$ cat src/hw/lctmc_pkg.sv
// lctmc_pkg: constants for the linear ccd timing and mode control block
package lctmc_pkg;

    // ************************************************************
    // master clock and pixel timing
    // ************************************************************
    localparam int unsigned MASTER_PER_PIXEL = 10;
    localparam logic [3:0]  PH_LAST          = 4'h9;
    localparam logic [3:0]  PH_RESET_END     = 4'h2;
    localparam logic [3:0]  PH_CLAMP_END     = 4'h4;
    localparam logic [3:0]  PH_HALF          = 4'h5;
    localparam logic [3:0]  PH_SAMPLE_BEG    = 4'h6;
    localparam logic [3:0]  PH_SAMPLE_END    = 4'h8;

    // ************************************************************
    // line lengths per sensor setting, pixels per line
    // ************************************************************
    localparam int unsigned PIX_W = 15;
    localparam logic [PIX_W-1:0] LINE_LEN_0 = 15'd2872;
    localparam logic [PIX_W-1:0] LINE_LEN_1 = 15'd6372;
    localparam logic [PIX_W-1:0] LINE_LEN_2 = 15'd8572;
    localparam logic [PIX_W-1:0] LINE_LEN_3 = 15'd10372;
    localparam logic [PIX_W-1:0] LINE_LEN_4 = 15'd2472;
    localparam logic [PIX_W-1:0] LINE_LEN_5 = 15'd14972;
    localparam logic [PIX_W-1:0] LINE_LEN_6 = 15'd172;
    localparam logic [PIX_W-1:0] LINE_LEN_7 = 15'd14972;

    // ************************************************************
    // transfer gates, binning and exposure
    // ************************************************************
    localparam logic [PIX_W-1:0] TG1_WIDTH   = 15'd21;
    localparam logic [PIX_W-1:0] TG2_WIDTH   = 15'd26;
    localparam logic [1:0]       BIN1_LAST   = 2'h0;
    localparam logic [1:0]       TWO_PIXEL_BINNING_LAST   = 2'h1;
    localparam logic [1:0]       FOUR_PIXEL_BINNING_LAST   = 2'h3;
    localparam logic [PIX_W-1:0] EXPO_STEP   = 15'd500;
    localparam logic [3:0]       EXPO_NEVER  = 4'h0;
    localparam logic [3:0]       EXPO_ALWAYS = 4'hF;

    // ************************************************************
    // front-end serial programming
    // ************************************************************
    localparam int unsigned AFE_WORD_W   = 16;
    localparam logic [3:0]  AFE_BIT_LAST = 4'hF;
    localparam logic [2:0]  AFE_REG_LAST = 3'h7;
    localparam logic [3:0]  AFE_PAD      = 4'h0;
    localparam logic        AFE_WRITE    = 1'b0;
    // offsets 0..7: config, mux, gains r/g/b, offsets r/g/b
    localparam logic [7:0]  AFE_CFG_DEF  = 8'h32;
    localparam logic [7:0]  AFE_MUX_DEF  = 8'h09;
    localparam logic [7:0]  AFE_GAIN_DEF = 8'h00;
    localparam logic [7:0]  AFE_OFS_DEF  = 8'h00;
    localparam logic [63:0] AFE_DEFAULTS = {
        AFE_OFS_DEF, AFE_OFS_DEF, AFE_OFS_DEF,
        AFE_GAIN_DEF, AFE_GAIN_DEF, AFE_GAIN_DEF,
        AFE_MUX_DEF, AFE_CFG_DEF};

    // serial loader states
    typedef enum logic [3:0] {
        LCTMC_IDLE  = 4'b0001,
        LCTMC_LOAD  = 4'b0010,
        LCTMC_SHIFT = 4'b0100,
        LCTMC_DONE  = 4'b1000
    } lctmc_state_e;

endpackage

$ cat src/hw/lctmc_top.sv
// lctmc_top: tri-linear ccd timing generator and front-end loader
`timescale 1ns/1ps
// ************************************************************
// What this block does
// - sensor switch selects one of seven line lengths (settings 5 and 7 equal)
// - no binning resets output node every pixel
// - two-pixel binning resets every second pixel
// - four-pixel binning resets every fourth pixel
// - binning slows reset, clamp, sample, converter, pixel sync
// - integration switch gives one to four lines
// - separate green and red exposure settings
// - exposure zero low, one to fourteen 500 pixels per step
// - exposure fifteen high except transfer-gate period
// - first transfer gate is 21 pixels wide
// - second transfer gate is 26 pixels wide
// - phase clocks from sensor; gates mode independent
// - master clock on-board or external by select
// - config and mux defaults with fixed test bits
// - internal mode writes defaults after every reset
// - gain and offset codes keep documented meaning
// ************************************************************
module lctmc_top
    import lctmc_pkg::*;
(
    // clock, reset, enable
    input  wire logic       clk,
    input  wire logic       resetn,
    input  wire logic       clk_en,
    // mode switches and jumpers (pins)
    input  wire logic [2:0] line_length_select_switch,
    input  wire logic       two_pixel_binning,
    input  wire logic       four_pixel_binning,
    input  wire logic [2:0] integration_select_switch,
    input  wire logic [3:0] green_exposure_switch,
    input  wire logic [3:0] red_exposure_switch,
    // master clock source (pins)
    input  wire logic       external_clock_select,
    input  wire logic       external_master_clock,
    // front-end programming source (pins)
    input  wire logic       external_program_select,
    input  wire logic       ext_serial_clock,
    input  wire logic       ext_serial_data,
    input  wire logic       ext_red_load_n,
    input  wire logic       ext_green_load_n,
    input  wire logic       ext_blue_load_n,
    // sensor clocks
    output logic            phase_one,
    output logic            phase_two,
    output logic            reset_gate,
    output logic            transfer_gate_one,
    output logic            transfer_gate_two,
    output logic            green_overflow_gate,
    output logic            red_overflow_gate,
    // converter and frame grabber syncs
    output logic            clamp,
    output logic            sample,
    output logic            converter_clock,
    output logic            pixel_sync,
    output logic            line_sync,
    output logic            frame_sync,
    // front-end serial link
    output logic            afe_serial_clock,
    output logic            afe_serial_data,
    output logic            red_serial_load_enable_n,
    output logic            green_serial_load_enable_n,
    output logic            blue_serial_load_enable_n,
    output logic            afe_program_busy
);
    import lctmc_pkg::*;

    // ************************************************************
    // pin synchronisers
    // ************************************************************
    localparam int unsigned SYNC_W = 24;
    logic [SYNC_W-1:0] pin_raw;
    logic [SYNC_W-1:0] sync1_q;
    logic [SYNC_W-1:0] sync2_q;
    logic              mclk_prev_q;

    assign pin_raw = {line_length_select_switch, two_pixel_binning,
                      four_pixel_binning, integration_select_switch,
                      green_exposure_switch, red_exposure_switch,
                      external_clock_select, external_master_clock,
                      external_program_select, ext_serial_clock,
                      ext_serial_data, ext_red_load_n,
                      ext_green_load_n, ext_blue_load_n};

    // two flops per pin; only the second is read
    always_ff @(posedge clk or negedge resetn) begin
        if (!resetn) begin
            sync1_q <= '0;
            sync2_q <= '0;
        end else if (clk_en) begin
            sync1_q <= pin_raw;
            sync2_q <= sync1_q;
        end
    end

    logic [2:0] sel_len;
    logic       sel_two_pixel_binning;
    logic       sel_four_pixel_binning;
    logic [2:0] sel_integ;
    logic [3:0] sel_gexp;
    logic [3:0] sel_rexp;
    logic       ext_clk_sel;
    logic       ext_mclk;
    logic       ext_prog_sel;
    logic [4:0] ext_serial;

    assign {sel_len, sel_two_pixel_binning, sel_four_pixel_binning, sel_integ, sel_gexp, sel_rexp,
            ext_clk_sel, ext_mclk, ext_prog_sel, ext_serial} = sync2_q;

    // ************************************************************
    // decode helpers
    // ************************************************************
    function automatic logic [PIX_W-1:0] line_len_of(logic [2:0] s);
        logic [PIX_W-1:0] r;
        r = LINE_LEN_0;
        unique case (s)
            3'h0: r = LINE_LEN_0;
            3'h1: r = LINE_LEN_1;
            3'h2: r = LINE_LEN_2;
            3'h3: r = LINE_LEN_3;
            3'h4: r = LINE_LEN_4;
            3'h5: r = LINE_LEN_5;
            3'h6: r = LINE_LEN_6;
            3'h7: r = LINE_LEN_7;
        endcase
        return r;
    endfunction

    // overflow gate level for one colour
    function automatic logic expo_on(logic [3:0] code,
                                     logic [PIX_W-1:0] pix,
                                     logic tg_period);
        logic [PIX_W-1:0] span;
        span = PIX_W'(code) * EXPO_STEP;
        if (code == EXPO_NEVER)
            return 1'b0;
        else if (code == EXPO_ALWAYS)
            return !tg_period;
        else
            return pix < span;
    endfunction

    // ************************************************************
    // master tick and pixel phase
    // ************************************************************
    logic       master_tick;
    logic       pix_tick;
    logic [3:0] ph_q;

    // external master clock counts on its rising edge; on-board is clk
    assign master_tick = clk_en && (ext_clk_sel ? (ext_mclk && !mclk_prev_q)
                                                : 1'b1);
    assign pix_tick    = master_tick && (ph_q == PH_LAST);

    always_ff @(posedge clk or negedge resetn) begin
        if (!resetn) begin
            mclk_prev_q <= 1'b0;
            ph_q        <= 4'h0;
        end else if (clk_en) begin
            mclk_prev_q <= ext_mclk;
            if (master_tick)
                ph_q <= pix_tick ? 4'h0 : ph_q + 4'h1;
        end
    end

    // ************************************************************
    // line, binning and integration counters
    // ************************************************************
    logic [PIX_W-1:0] pix_cnt_q;
    logic [PIX_W-1:0] len_q;
    logic [1:0]       bin_last_q;
    logic [1:0]       bin_cnt_q;
    logic [1:0]       integ_q;
    logic [1:0]       line_cnt_q;
    logic [3:0]       gexp_q;
    logic [3:0]       rexp_q;
    logic             xfer_q;
    logic             line_end;
    logic             xfer_next;
    logic [1:0]       bin_last_d;

    assign line_end   = pix_tick && (pix_cnt_q == len_q - 15'd1);
    assign xfer_next  = (line_cnt_q == integ_q);
    assign bin_last_d = sel_four_pixel_binning ? FOUR_PIXEL_BINNING_LAST :
                        sel_two_pixel_binning ? TWO_PIXEL_BINNING_LAST : BIN1_LAST;

    // settings only change at the line boundary
    always_ff @(posedge clk or negedge resetn) begin
        if (!resetn) begin
            pix_cnt_q  <= '0;
            len_q      <= LINE_LEN_0;
            bin_last_q <= BIN1_LAST;
            bin_cnt_q  <= 2'h0;
            integ_q    <= 2'h0;
            line_cnt_q <= 2'h0;
            gexp_q     <= EXPO_NEVER;
            rexp_q     <= EXPO_NEVER;
            xfer_q     <= 1'b1;
        end else if (line_end) begin
            pix_cnt_q  <= '0;
            len_q      <= line_len_of(sel_len);
            bin_last_q <= bin_last_d;
            bin_cnt_q  <= 2'h0;
            integ_q    <= sel_integ[1:0];
            gexp_q     <= sel_gexp;
            rexp_q     <= sel_rexp;
            xfer_q     <= xfer_next;
            line_cnt_q <= xfer_next ? 2'h0 : line_cnt_q + 2'h1;
        end else if (pix_tick) begin
            pix_cnt_q <= pix_cnt_q + 15'd1;
            bin_cnt_q <= (bin_cnt_q == bin_last_q) ? 2'h0
                                                   : bin_cnt_q + 2'h1;
        end
    end

    // ************************************************************
    // waveform decode
    // ************************************************************
    logic tg1_win;
    logic tg2_win;
    logic grp_last;
    logic rg_now;
    logic g_on;
    logic r_on;

    // transfer gates do not depend on binning or sensor mode
    assign tg1_win  = xfer_q && (pix_cnt_q < TG1_WIDTH);
    assign tg2_win  = xfer_q && (pix_cnt_q < TG2_WIDTH);
    assign grp_last = (bin_cnt_q == bin_last_q);
    assign rg_now   = grp_last && (ph_q < PH_RESET_END);
    assign g_on     = expo_on(gexp_q, pix_cnt_q, tg2_win);
    assign r_on     = expo_on(rexp_q, pix_cnt_q, tg2_win);

    // timing outputs from flops
    always_ff @(posedge clk or negedge resetn) begin
        if (!resetn) begin
            {phase_one, phase_two, reset_gate, clamp, sample} <= '0;
            {converter_clock, pixel_sync, line_sync}          <= '0;
            {frame_sync, transfer_gate_one, transfer_gate_two} <= '0;
            {green_overflow_gate, red_overflow_gate}           <= '0;
        end else if (clk_en) begin
            phase_one  <= (ph_q < PH_HALF);
            phase_two  <= !(ph_q < PH_HALF);
            reset_gate <= rg_now;
            clamp      <= grp_last && (ph_q >= PH_RESET_END)
                          && (ph_q < PH_CLAMP_END);
            sample     <= grp_last && (ph_q >= PH_SAMPLE_BEG)
                          && (ph_q < PH_SAMPLE_END);
            converter_clock     <= grp_last && (ph_q >= PH_HALF);
            pixel_sync          <= grp_last && (ph_q < PH_HALF);
            line_sync           <= (pix_cnt_q == '0);
            frame_sync          <= tg2_win;
            transfer_gate_one   <= tg1_win;
            transfer_gate_two   <= tg2_win;
            green_overflow_gate <= g_on;
            red_overflow_gate   <= r_on;
        end
    end

    // ************************************************************
    // front-end default loader
    // ************************************************************
    lctmc_state_e           state_q;
    logic                   pending_q;
    logic [2:0]             reg_idx_q;
    logic [3:0]             bit_q;
    logic [AFE_WORD_W-1:0]  word_q;
    logic                   sck_q;
    logic                   load_n_q;
    logic [7:0]             def_byte;

    assign def_byte = AFE_DEFAULTS[{reg_idx_q, 3'h0} +: 8];

    // pending is set by reset so every reset reloads the defaults
    always_ff @(posedge clk or negedge resetn) begin
        if (!resetn) begin
            state_q   <= LCTMC_IDLE;
            pending_q <= 1'b1;
            reg_idx_q <= 3'h0;
            bit_q     <= 4'h0;
            word_q    <= '0;
            sck_q     <= 1'b0;
            load_n_q  <= 1'b1;
        end else if (clk_en) begin
            unique case (state_q)
                LCTMC_IDLE: begin
                    reg_idx_q <= 3'h0;
                    if (pending_q && !ext_prog_sel)
                        state_q <= LCTMC_LOAD;
                end
                LCTMC_LOAD: begin
                    word_q   <= {AFE_WRITE, reg_idx_q, AFE_PAD, def_byte};
                    bit_q    <= AFE_BIT_LAST;
                    load_n_q <= 1'b0;
                    sck_q    <= 1'b0;
                    state_q  <= LCTMC_SHIFT;
                end
                LCTMC_SHIFT: begin
                    sck_q <= !sck_q;
                    if (sck_q) begin
                        word_q <= {word_q[AFE_WORD_W-2:0], 1'b0};
                        bit_q  <= bit_q - 4'h1;
                        if (bit_q == 4'h0) begin
                            load_n_q  <= 1'b1;
                            reg_idx_q <= reg_idx_q + 3'h1;
                            state_q   <= (reg_idx_q == AFE_REG_LAST)
                                         ? LCTMC_DONE : LCTMC_LOAD;
                        end
                    end
                end
                LCTMC_DONE: begin
                    pending_q <= 1'b0;
                    state_q   <= LCTMC_IDLE;
                end
            endcase
        end
    end

    // external mode hands the lines to the remote controller
    assign afe_serial_clock = ext_prog_sel ? ext_serial[4] : sck_q;
    assign afe_serial_data  = ext_prog_sel ? ext_serial[3]
                                           : word_q[AFE_WORD_W-1];
    assign red_serial_load_enable_n   = ext_prog_sel ? ext_serial[2]
                                                     : load_n_q;
    assign green_serial_load_enable_n = ext_prog_sel ? ext_serial[1]
                                                     : load_n_q;
    assign blue_serial_load_enable_n  = ext_prog_sel ? ext_serial[0]
                                                     : load_n_q;
    assign afe_program_busy = (state_q != LCTMC_IDLE);
endmodule

$ cat config.mk
export PLATFORM = sky130hd
export DESIGN_NAME = lctmc_top
export DESIGN_NICKNAME = d
export VERILOG_FILES = /design/src/hw/lctmc_pkg.sv /design/src/hw/lctmc_top.sv
export SDC_FILE = /design/constraint.sdc
export NUM_CORES = 1
export LEC_CHECK = 0
export BUFFER_PORTS_ARGS = -buffer_cell sky130_fd_sc_hd__buf_2
export CAP_MARGIN = 20
export CORE_ASPECT_RATIO = 2
export CORE_UTILIZATION = 25
export DETAILED_ROUTE_END_ITERATION = 7
export GPL_ROUTABILITY_DRIVEN = 0
export SLEW_MARGIN = 20
export SYNTH_ARGS = -nofsm -noshare
export SYNTH_HDL_FRONTEND = slang
export SYNTH_SLANG_ARGS = --single-unit
$ cat constraint.sdc
create_clock -name clk -period 4.8 [get_ports clk]
set_input_delay 0.24 -clock clk [delete_from_list [all_inputs] [get_ports clk]]
set_output_delay 0.24 -clock clk [all_outputs]
set_load 0.02 [all_outputs]
==> results of run 1 <==
what timing repair did:
action | in CTS | in global routing
setup buffers | 0 | 0
hold endpoints to repair | 74 | 0
hold buffers | 1 | 0
area by class of cell:
class	count	area [sq um]	area share (%)
well taps	418	523	5.67
inverters	64	240	2.60
flip-flops and latches	136	3420	37.0
multi-input cells	529	4110	44.5
repair buffers	51	294	3.19
clock inverters	14	206	2.24
clock buffers	18	439	4.76
routing by layer:
layer  GRT usage, %  part of all wire, %  vias to the layer above
li1               -                    -                     2676
met1           10.9                   38                     2720
met2           21.6                   56                       69
met3           1.96                  1.9                       39
met4           6.76                  3.7                        0
met5              0                    0                        -
registers in the layout (all words and copies together) (netlist names), 2 cells and up:
| signal | cells |
|---|---|
| word_q | 16 |
| pix_cnt_q | 15 |
| sync1_q | 23 |
| integ_q | 2 |
| bin_last_q | 2 |
| len_q | 11 |
| line_cnt_q | 2 |
| bin_cnt_q | 2 |
| rexp_q | 4 |
| ph_q | 4 |
| sync2_q | 23 |
| bit_q | 4 |
| reg_idx_q | 3 |
| gexp_q | 4 |
| state_q | 4 |
cell usage in the layout, fill, tap and decap left out, types with 3 or more instances in the layout:
cell,count
dfrtp_1,126
nand2_1,74
ha_1,69
inv_1,63
o21ai_0,53
mux2_2,52
nor2_1,44
buf_2,43
a21oi_1,30
xnor2_1,21
xor2_1,20
a21o_1,17
clkbuf_16,17
nand3_1,16
fa_1,14
nand4_1,10
dfstp_2,10
nor3_1,9
and3_1,9
nand2b_1,8
mux2_1,7
nor4_1,6
nor2b_1,6
mux2i_1,6
inv_6,6
buf_4,5
nand3b_1,4
bufinv_16,4
a31oi_1,3
o211ai_1,3
worst max-delay path, delay by kind of cell (launching register included):
kind | cells | cell delay (ns)
xor gates and xnor gates | 1 | 0.17
AOI/OAI and AO/OA | 9 | 1.55
buffers and inverters | 2 | 0.16
DFF | 1 | 0.46
adders and majority gates | 4 | 1.71
and+or+nand+nor | 1 | 0.08
metrics by stage:
| stage | hold slack [ns] | cells | instance area, sq um | total power (uW) |
|---|---|---|---|---|
| detailed placement | 0.338 | 1197 | 8570 | 1940 |
| finish | 0.0370 | 1230 | 9230 | 3340 |
| floorplan | -0.0556 | 759 | 7920 | 1760 |
| global placement | 0.329 | 1197 | 8570 | 1920 |
| global route | 0.0191 | 1230 | 9230 | 3510 |
| CTS | 0.0201 | 1230 | 9230 | 3390 |
power groups by stage:
stage	clock network, uW	logic [uW]	registers, uW
after detailed placement	0	487	1450
after floorplan	0	354	1410
final	1440	481	1430
after global placement	0	478	1440
after global routing	1510	543	1450
after CTS	1470	491	1430
logic make-up after synthesis:
logic type                 share of synthesized area [%]
xor gates and xnor gates                            4.54
adders and majority gates                           14.4
AOI/OAI and AO/OA                                   10.7
muxes                                               9.15
DFF                                                 43.2
and+or+nand+nor                                     13.0
buffers and inverters                               5.01
path summary, 6_finish.rpt:
path | startpoint | slack, ns | cells after the start | to
max in group asynchronous | resetn | 3.14 | 3 | state_q[2]
min in group asynchronous | resetn | 0.41 | 2 | sync1_q[21]
worst max register to register | gexp_q[2] | 0.59 | 17 | green_overflow_gate
worst min-delay path | ext_blue_load_n | 0.04 | 2 | sync1_q[0]
worst max-delay path | gexp_q[2] | 0.59 | 17 | green_overflow_gate
worst min register to register | sync2_q[12] | 0.47 | 2 | gexp_q[0]
==> key figures, run 1 <==
Synthesis
  – Top cells by area, synth: dfrtp_1, ha_1, mux2_2
  – Most instantiated cells after synthesis: dfrtp_1, nand2_1, ha_1, inv_1, o21ai_0
  – Register area share after synthesis: a little over two fifths
  – Most numerous cell in the Yosys netlist: dfrtp_1
  – EDFF count, synth: 0
  – Synthesized instance count: around 760
  – YS warnings: 0
  – Asr flop ratio synth: 100%
  – Mapped cell area: ~7900 sq um
  – Syn_area_per_cell: 10.4 sq um
  – Cell taking the most area after synthesis: dfrtp_1
  – Most used DFF post-synth: dfrtp_1
  – Top cell type's share of synthesized area: 39.8%
  – Post-synthesis cell type count: slightly below 70
  – Synthesis-stage register bit count: 136
  – Synth Net Count: around 870

Cells and area
  – Layout cells sized above 1: around a fifth
  – Final nets: 909
  – Area Growth Syn to Fin: 16.6%
  – Final Util: about 30%
  – Fill cells: around 3200
  – # diodes: 0

Place
  – Place WS: around 0.61 ns
  – Final HPWL DP: about 13 mm
  – I/O Buffers: 44

Timing
  – Post-route worst setup slack: around 0.59 ns
  – Slew @ Worst Pin: 0.888 ns
  – TNS Setup: 0 ns
  – Fmax: around 240 MHz
  – Final Hold Vio Count: 0
  – Clk_skew: roughly 0.011 ns
  – Setup-failing EPs final: 0
  – Slew Limit Fails: 0
  – Slew Limit Headroom: between 40% and 50%
  – RSZ-0062 raised after global routing: no
  – Final worst-path cycle share: slightly below 90%
  – Crit path time final: between 4 and 5 ns

Setup path
  – Kind of critical path: reg -> reg
  – Slowest stage delay, CP: 0.62 ns
  – Max stage delay cell, worst path: fa_1
  – Startpoint Class: flop
  – Crit path DAT: approximately 4.6 ns
  – WP data required: roughly 5.1 ns
  – CP dominant cell by count: a21oi_1
  – Worst Path Max Fanout: 6
  – Crit path capture type: flop
  – CP cell instances: fa_1 > inv_1 > fa_1 > inv_1 > ha_1 > a21oi_1 > o21bai_1 > a21oi_1 > o21ai_0 > a21oi_1 > xor2_1 > ha_1 > a21oi_1 > nand3_1 > a311oi_1 > o21ai_0 > o221ai_1

Route
  – DRT iter0 DRCs: 220
  – Residual DRC: 0
  – Via count: about 5500
  – Routed WL: between 15 and 20 mm
  – Pre-antenna DRT Iters: 4
  – Vias per Instance: between 4 and 5
  – Final antenna-violating net count: 0
  – DR WL/cell: 13.8 um

Floorplan
  – Die area: roughly 32000 sq um
  – # IOs: between 40 and 50
  – Die H: 254 um
  – Core ar.: between 30000 and 40000 sq um
  – Starting Density: around a quarter
  – Row cnt: just over 90
  – Die width: around 130 um

Power
  – Pint: between 2000 and 2500 uW
  – Sw power: ~960 uW
  – VDD IR max: around 0.46 mV
  – Leakage: around 0.0043 uW
  – Seq pwr share: roughly 43%
  – Combinational share of power: 14.4%
  – Switching share of power: ~29%
  – Pwr per Cell Area: between 300 and 400 nW/um^2
  – Clk pwr share: between 40% and 50%

Clock network
  – TritonCTS buffer count: 17
  – CTS tree: yes
  – Reg clk slew, reported paths: ~0.06 ns
  – Clock Latency Late Sink: around 0.44 ns
  – Htree depth: 4
  – CTS resizes: 0
  – CTS Root Cell: clkbuf_16
  – Worst-case clock buffer depth: 2
  – Clock Sink Count: 136

GRT
  – Grt ovf: 0
  – Initial antenna violation count: 0
  – Pin count of the biggest net entering global routing: 83
  – Vias in the first global route: 5760
  – First-pass GRT wire length: ~28 mm
  – Gr usage total: 11.2%

Hold path
  – Min-delay worst type: in -> reg

Outcome
  – Status: finished, final reports clean

Flow run
  – Max cap viols: 0
Power figures use the tool's default switching activity.
==> run 2: changes to the inputs <==
--- a/config.mk
+++ b/config.mk
@@ -10,7 +10,7 @@
 export CORE_ASPECT_RATIO = 2
 export CORE_UTILIZATION = 25
 export DETAILED_ROUTE_END_ITERATION = 7
-export GPL_ROUTABILITY_DRIVEN = 0
+export GPL_ROUTABILITY_DRIVEN = 1
 export SLEW_MARGIN = 20
 export SYNTH_ARGS = -nofsm -noshare
 export SYNTH_HDL_FRONTEND = slang
==> constraint.sdc (replaced) <==
create_clock -name clk -period 4.15 [get_ports clk]
set_input_delay 0.2075 -clock clk [delete_from_list [all_inputs] [get_ports clk]]
set_output_delay 0.2075 -clock clk [all_outputs]
set_load 0.02 [all_outputs]
==> key figures, run 2 (synthesis results as in run 1) <==
Cells and area
  – Layout cells sized above 1: 20.7%
  – Area Growth Syn to Fin: 19.0%
  – Fill cells: 3269
  – # diodes: 0
  – Final nets: approximately 900
  – Multi-input gate area: a little over 4000 sq um
  – Commonest non-fill, non-tap cell in the layout: dfrtp_1
  – Reg area: approximately 3400 sq um
  – Most frequent cells in the layout: dfrtp_1, nand2_1, ha_1
  – Largest regs: sync1_q (23), sync2_q (23), word_q (16)
  – Final Util: between 30% and 40%

Clock network
  – Clock Latency Late Sink: between 0.4 and 0.5 ns
  – Reg clk slew, reported paths: roughly 0.060 ns
  – TritonCTS buffer count: 17
  – Clock Sink Count: approximately 140
  – CTS tree: yes
  – Htree depth: 4
  – CTS Root Cell: clkbuf_16
  – Worst-case clock buffer depth: 2

Setup path
  – RR Endpoint: green_overflow_gate
  – Launch point of the worst reg-to-reg path: gexp_q[2]
  – Slowest stage delay, CP: roughly 0.62 ns
  – Startpoint Class: flop
  – Crit path to: green_overflow_gate
  – WP data required: about 4.5 ns
  – Worst path bufs/invs: 2
  – Max stage delay cell, worst path: fa_2
  – Crit path capture type: flop
  – R2R setup slack: roughly 0.24 ns
  – Kind of critical path: reg -> reg
  – Crit path DAT: 4.24 ns
  – Crit path max-delay family: adder cells
  – Worst reg-to-reg path cell count: 17
  – CP cell instances: fa_2 > inv_1 > fa_1 > inv_1 > ha_4 > a21oi_2 > o21bai_1 > a21oi_2 > o21ai_0 > a21oi_1 > xor2_1 > ha_1 > a21oi_1 > nand3_1 > a311oi_2 > o21ai_1 > o221ai_1
  – Worst Path Max Fanout: 3
  – Critical path launch point: gexp_q[2]
  – WP depth: 17

Timing
  – Final Hold Vio Count: 0
  – Fmax: between 200 and 300 MHz
  – Slew Limit Fails: 0
  – Crit path time final: between 3 and 4 ns
  – Clk_skew: 0.0117 ns
  – Slew Limit Headroom: 43.5%
  – Hold slack: approximately 0.012 ns
  – Slew @ Worst Pin: roughly 0.85 ns
  – Final worst-path cycle share: a little over nine tenths
  – Setup-failing EPs final: 0

Flow run
  – Max cap viols: 0

Place
  – Final HPWL DP: about 13 mm
  – Final GP Congestion: 0.831
  – I/O Buffers: between 40 and 50

Outcome
  – Status: finished, final reports clean

Power
  – Overall power: 3860 uW
  – Pwr per Cell Area: a little over 400 nW/um^2
  – Leakage: 0.00441 uW
  – VDD IR max: 0.421 mV

Floorplan
  – Die H: ~250 um
  – # IOs: 46
  – Core ar.: a little over 30000 sq um
  – Die area: between 30000 and 40000 sq um
  – Row cnt: 91
  – Die width: between 100 and 150 um
  – Starting Density: 25.6%

GRT
  – M2 GR Usage: 22.3%
  – Gr busiest metal: met2
  – Met1 usage: 11.5%
  – Pin count of the biggest net entering global routing: 92
  – First-pass GRT wire length: a little under 30 mm
  – Vias in the first global route: roughly 6000
  – Grt ovf: 0
  – Initial antenna violation count: 0
  – Gr usage total: 11.5%
  – GR Layer Usage met3: 1.52%

Route
  – DRT iter0 DRCs: 326
  – Via count: 5656
  – Final antenna-violating net count: 0
  – Residual DRC: 0
  – Pre-antenna DRT Iters: 4
  – Routed WL: around 17 mm
  – Vias per Instance: about 4.5
  – DR WL/cell: about 14 um

Hold path
  – Min-delay worst type: in -> reg
run 2: cell count changes in the layout (fill, tap and decap cells not counted), moves of 2 or more:
cell,before,now
a311oi_2,0,2
buf_4,5,14
clkbuf_1,0,2
a311oi_1,2,0
dlygate4sd3_1,1,10
a21oi_2,0,4
clkinvlp_4,0,2
a21oi_1,30,26
inv_6,6,2
run 2: final cells by class:
cell class	instances	share of cell area, %
Clock buffer	20	4.74
Tap cell	418	5.55
Timing Repair Buffer	69	4.79
Sequential cell	136	36.3
Clock inverter	12	2.02
Multi-Input combinational cell	529	44.1
Inverter	64	2.55
run 2: metrics by stage:
step	setup TNS [ns]	area [sq um]	setup WS, ns	cells
5_1_grt	-0.0284	9420	-0.0284	1248
6_report	0	9420	0.243	1248
3_3_place_gp	0	8620	0.166	1203
4_1_cts	0	9360	0.0498	1245
3_5_place_dp	0	8620	0.0768	1203
2_1_floorplan	0	7920	0.383	759
run 2: where the power goes:
group / switching, uW / total (uW) / internal [uW]
Clock: 606 / 1640 / 1030
Sequential: 167 / 1650 / 1480
Combinational: 321 / 570 / 250
run 2: how the worst min path moves through the flow:
stage                             start  depth (start not counted)  slack, ns           end
4_1_cts                ext_green_load_n                          2     0.0002    sync1_q[1]
3_3_place_gp                     resetn                          1       0.33   sync1_q[17]
2_1_floorplan                    resetn                          0      -0.09  bin_cnt_q[0]
3_5_place_dp                     resetn                          1       0.34   sync1_q[16]
6_report               ext_green_load_n                          2       0.01    sync1_q[1]
5_1_grt        green_exposure_switch[2]                          2      0.003   sync1_q[14]
run 2: what timing repair did:
item,4_1_cts,5_1_grt
setup buffers,0,3
endpoints found under the setup margin,0,2
endpoints found under the hold margin,89,0
hold buffers,10,0
gates resized for setup,0,10
run 2: per-layer routing:
| metal | vias up | wire length, um |
|---|---|---|
| li1 | 2722 | - |
| met1 | 2827 | 6530 |
| met2 | 80 | 9880 |
| met3 | 27 | 316 |
| met4 | 0 | 591 |
| met5 | - | 0 |
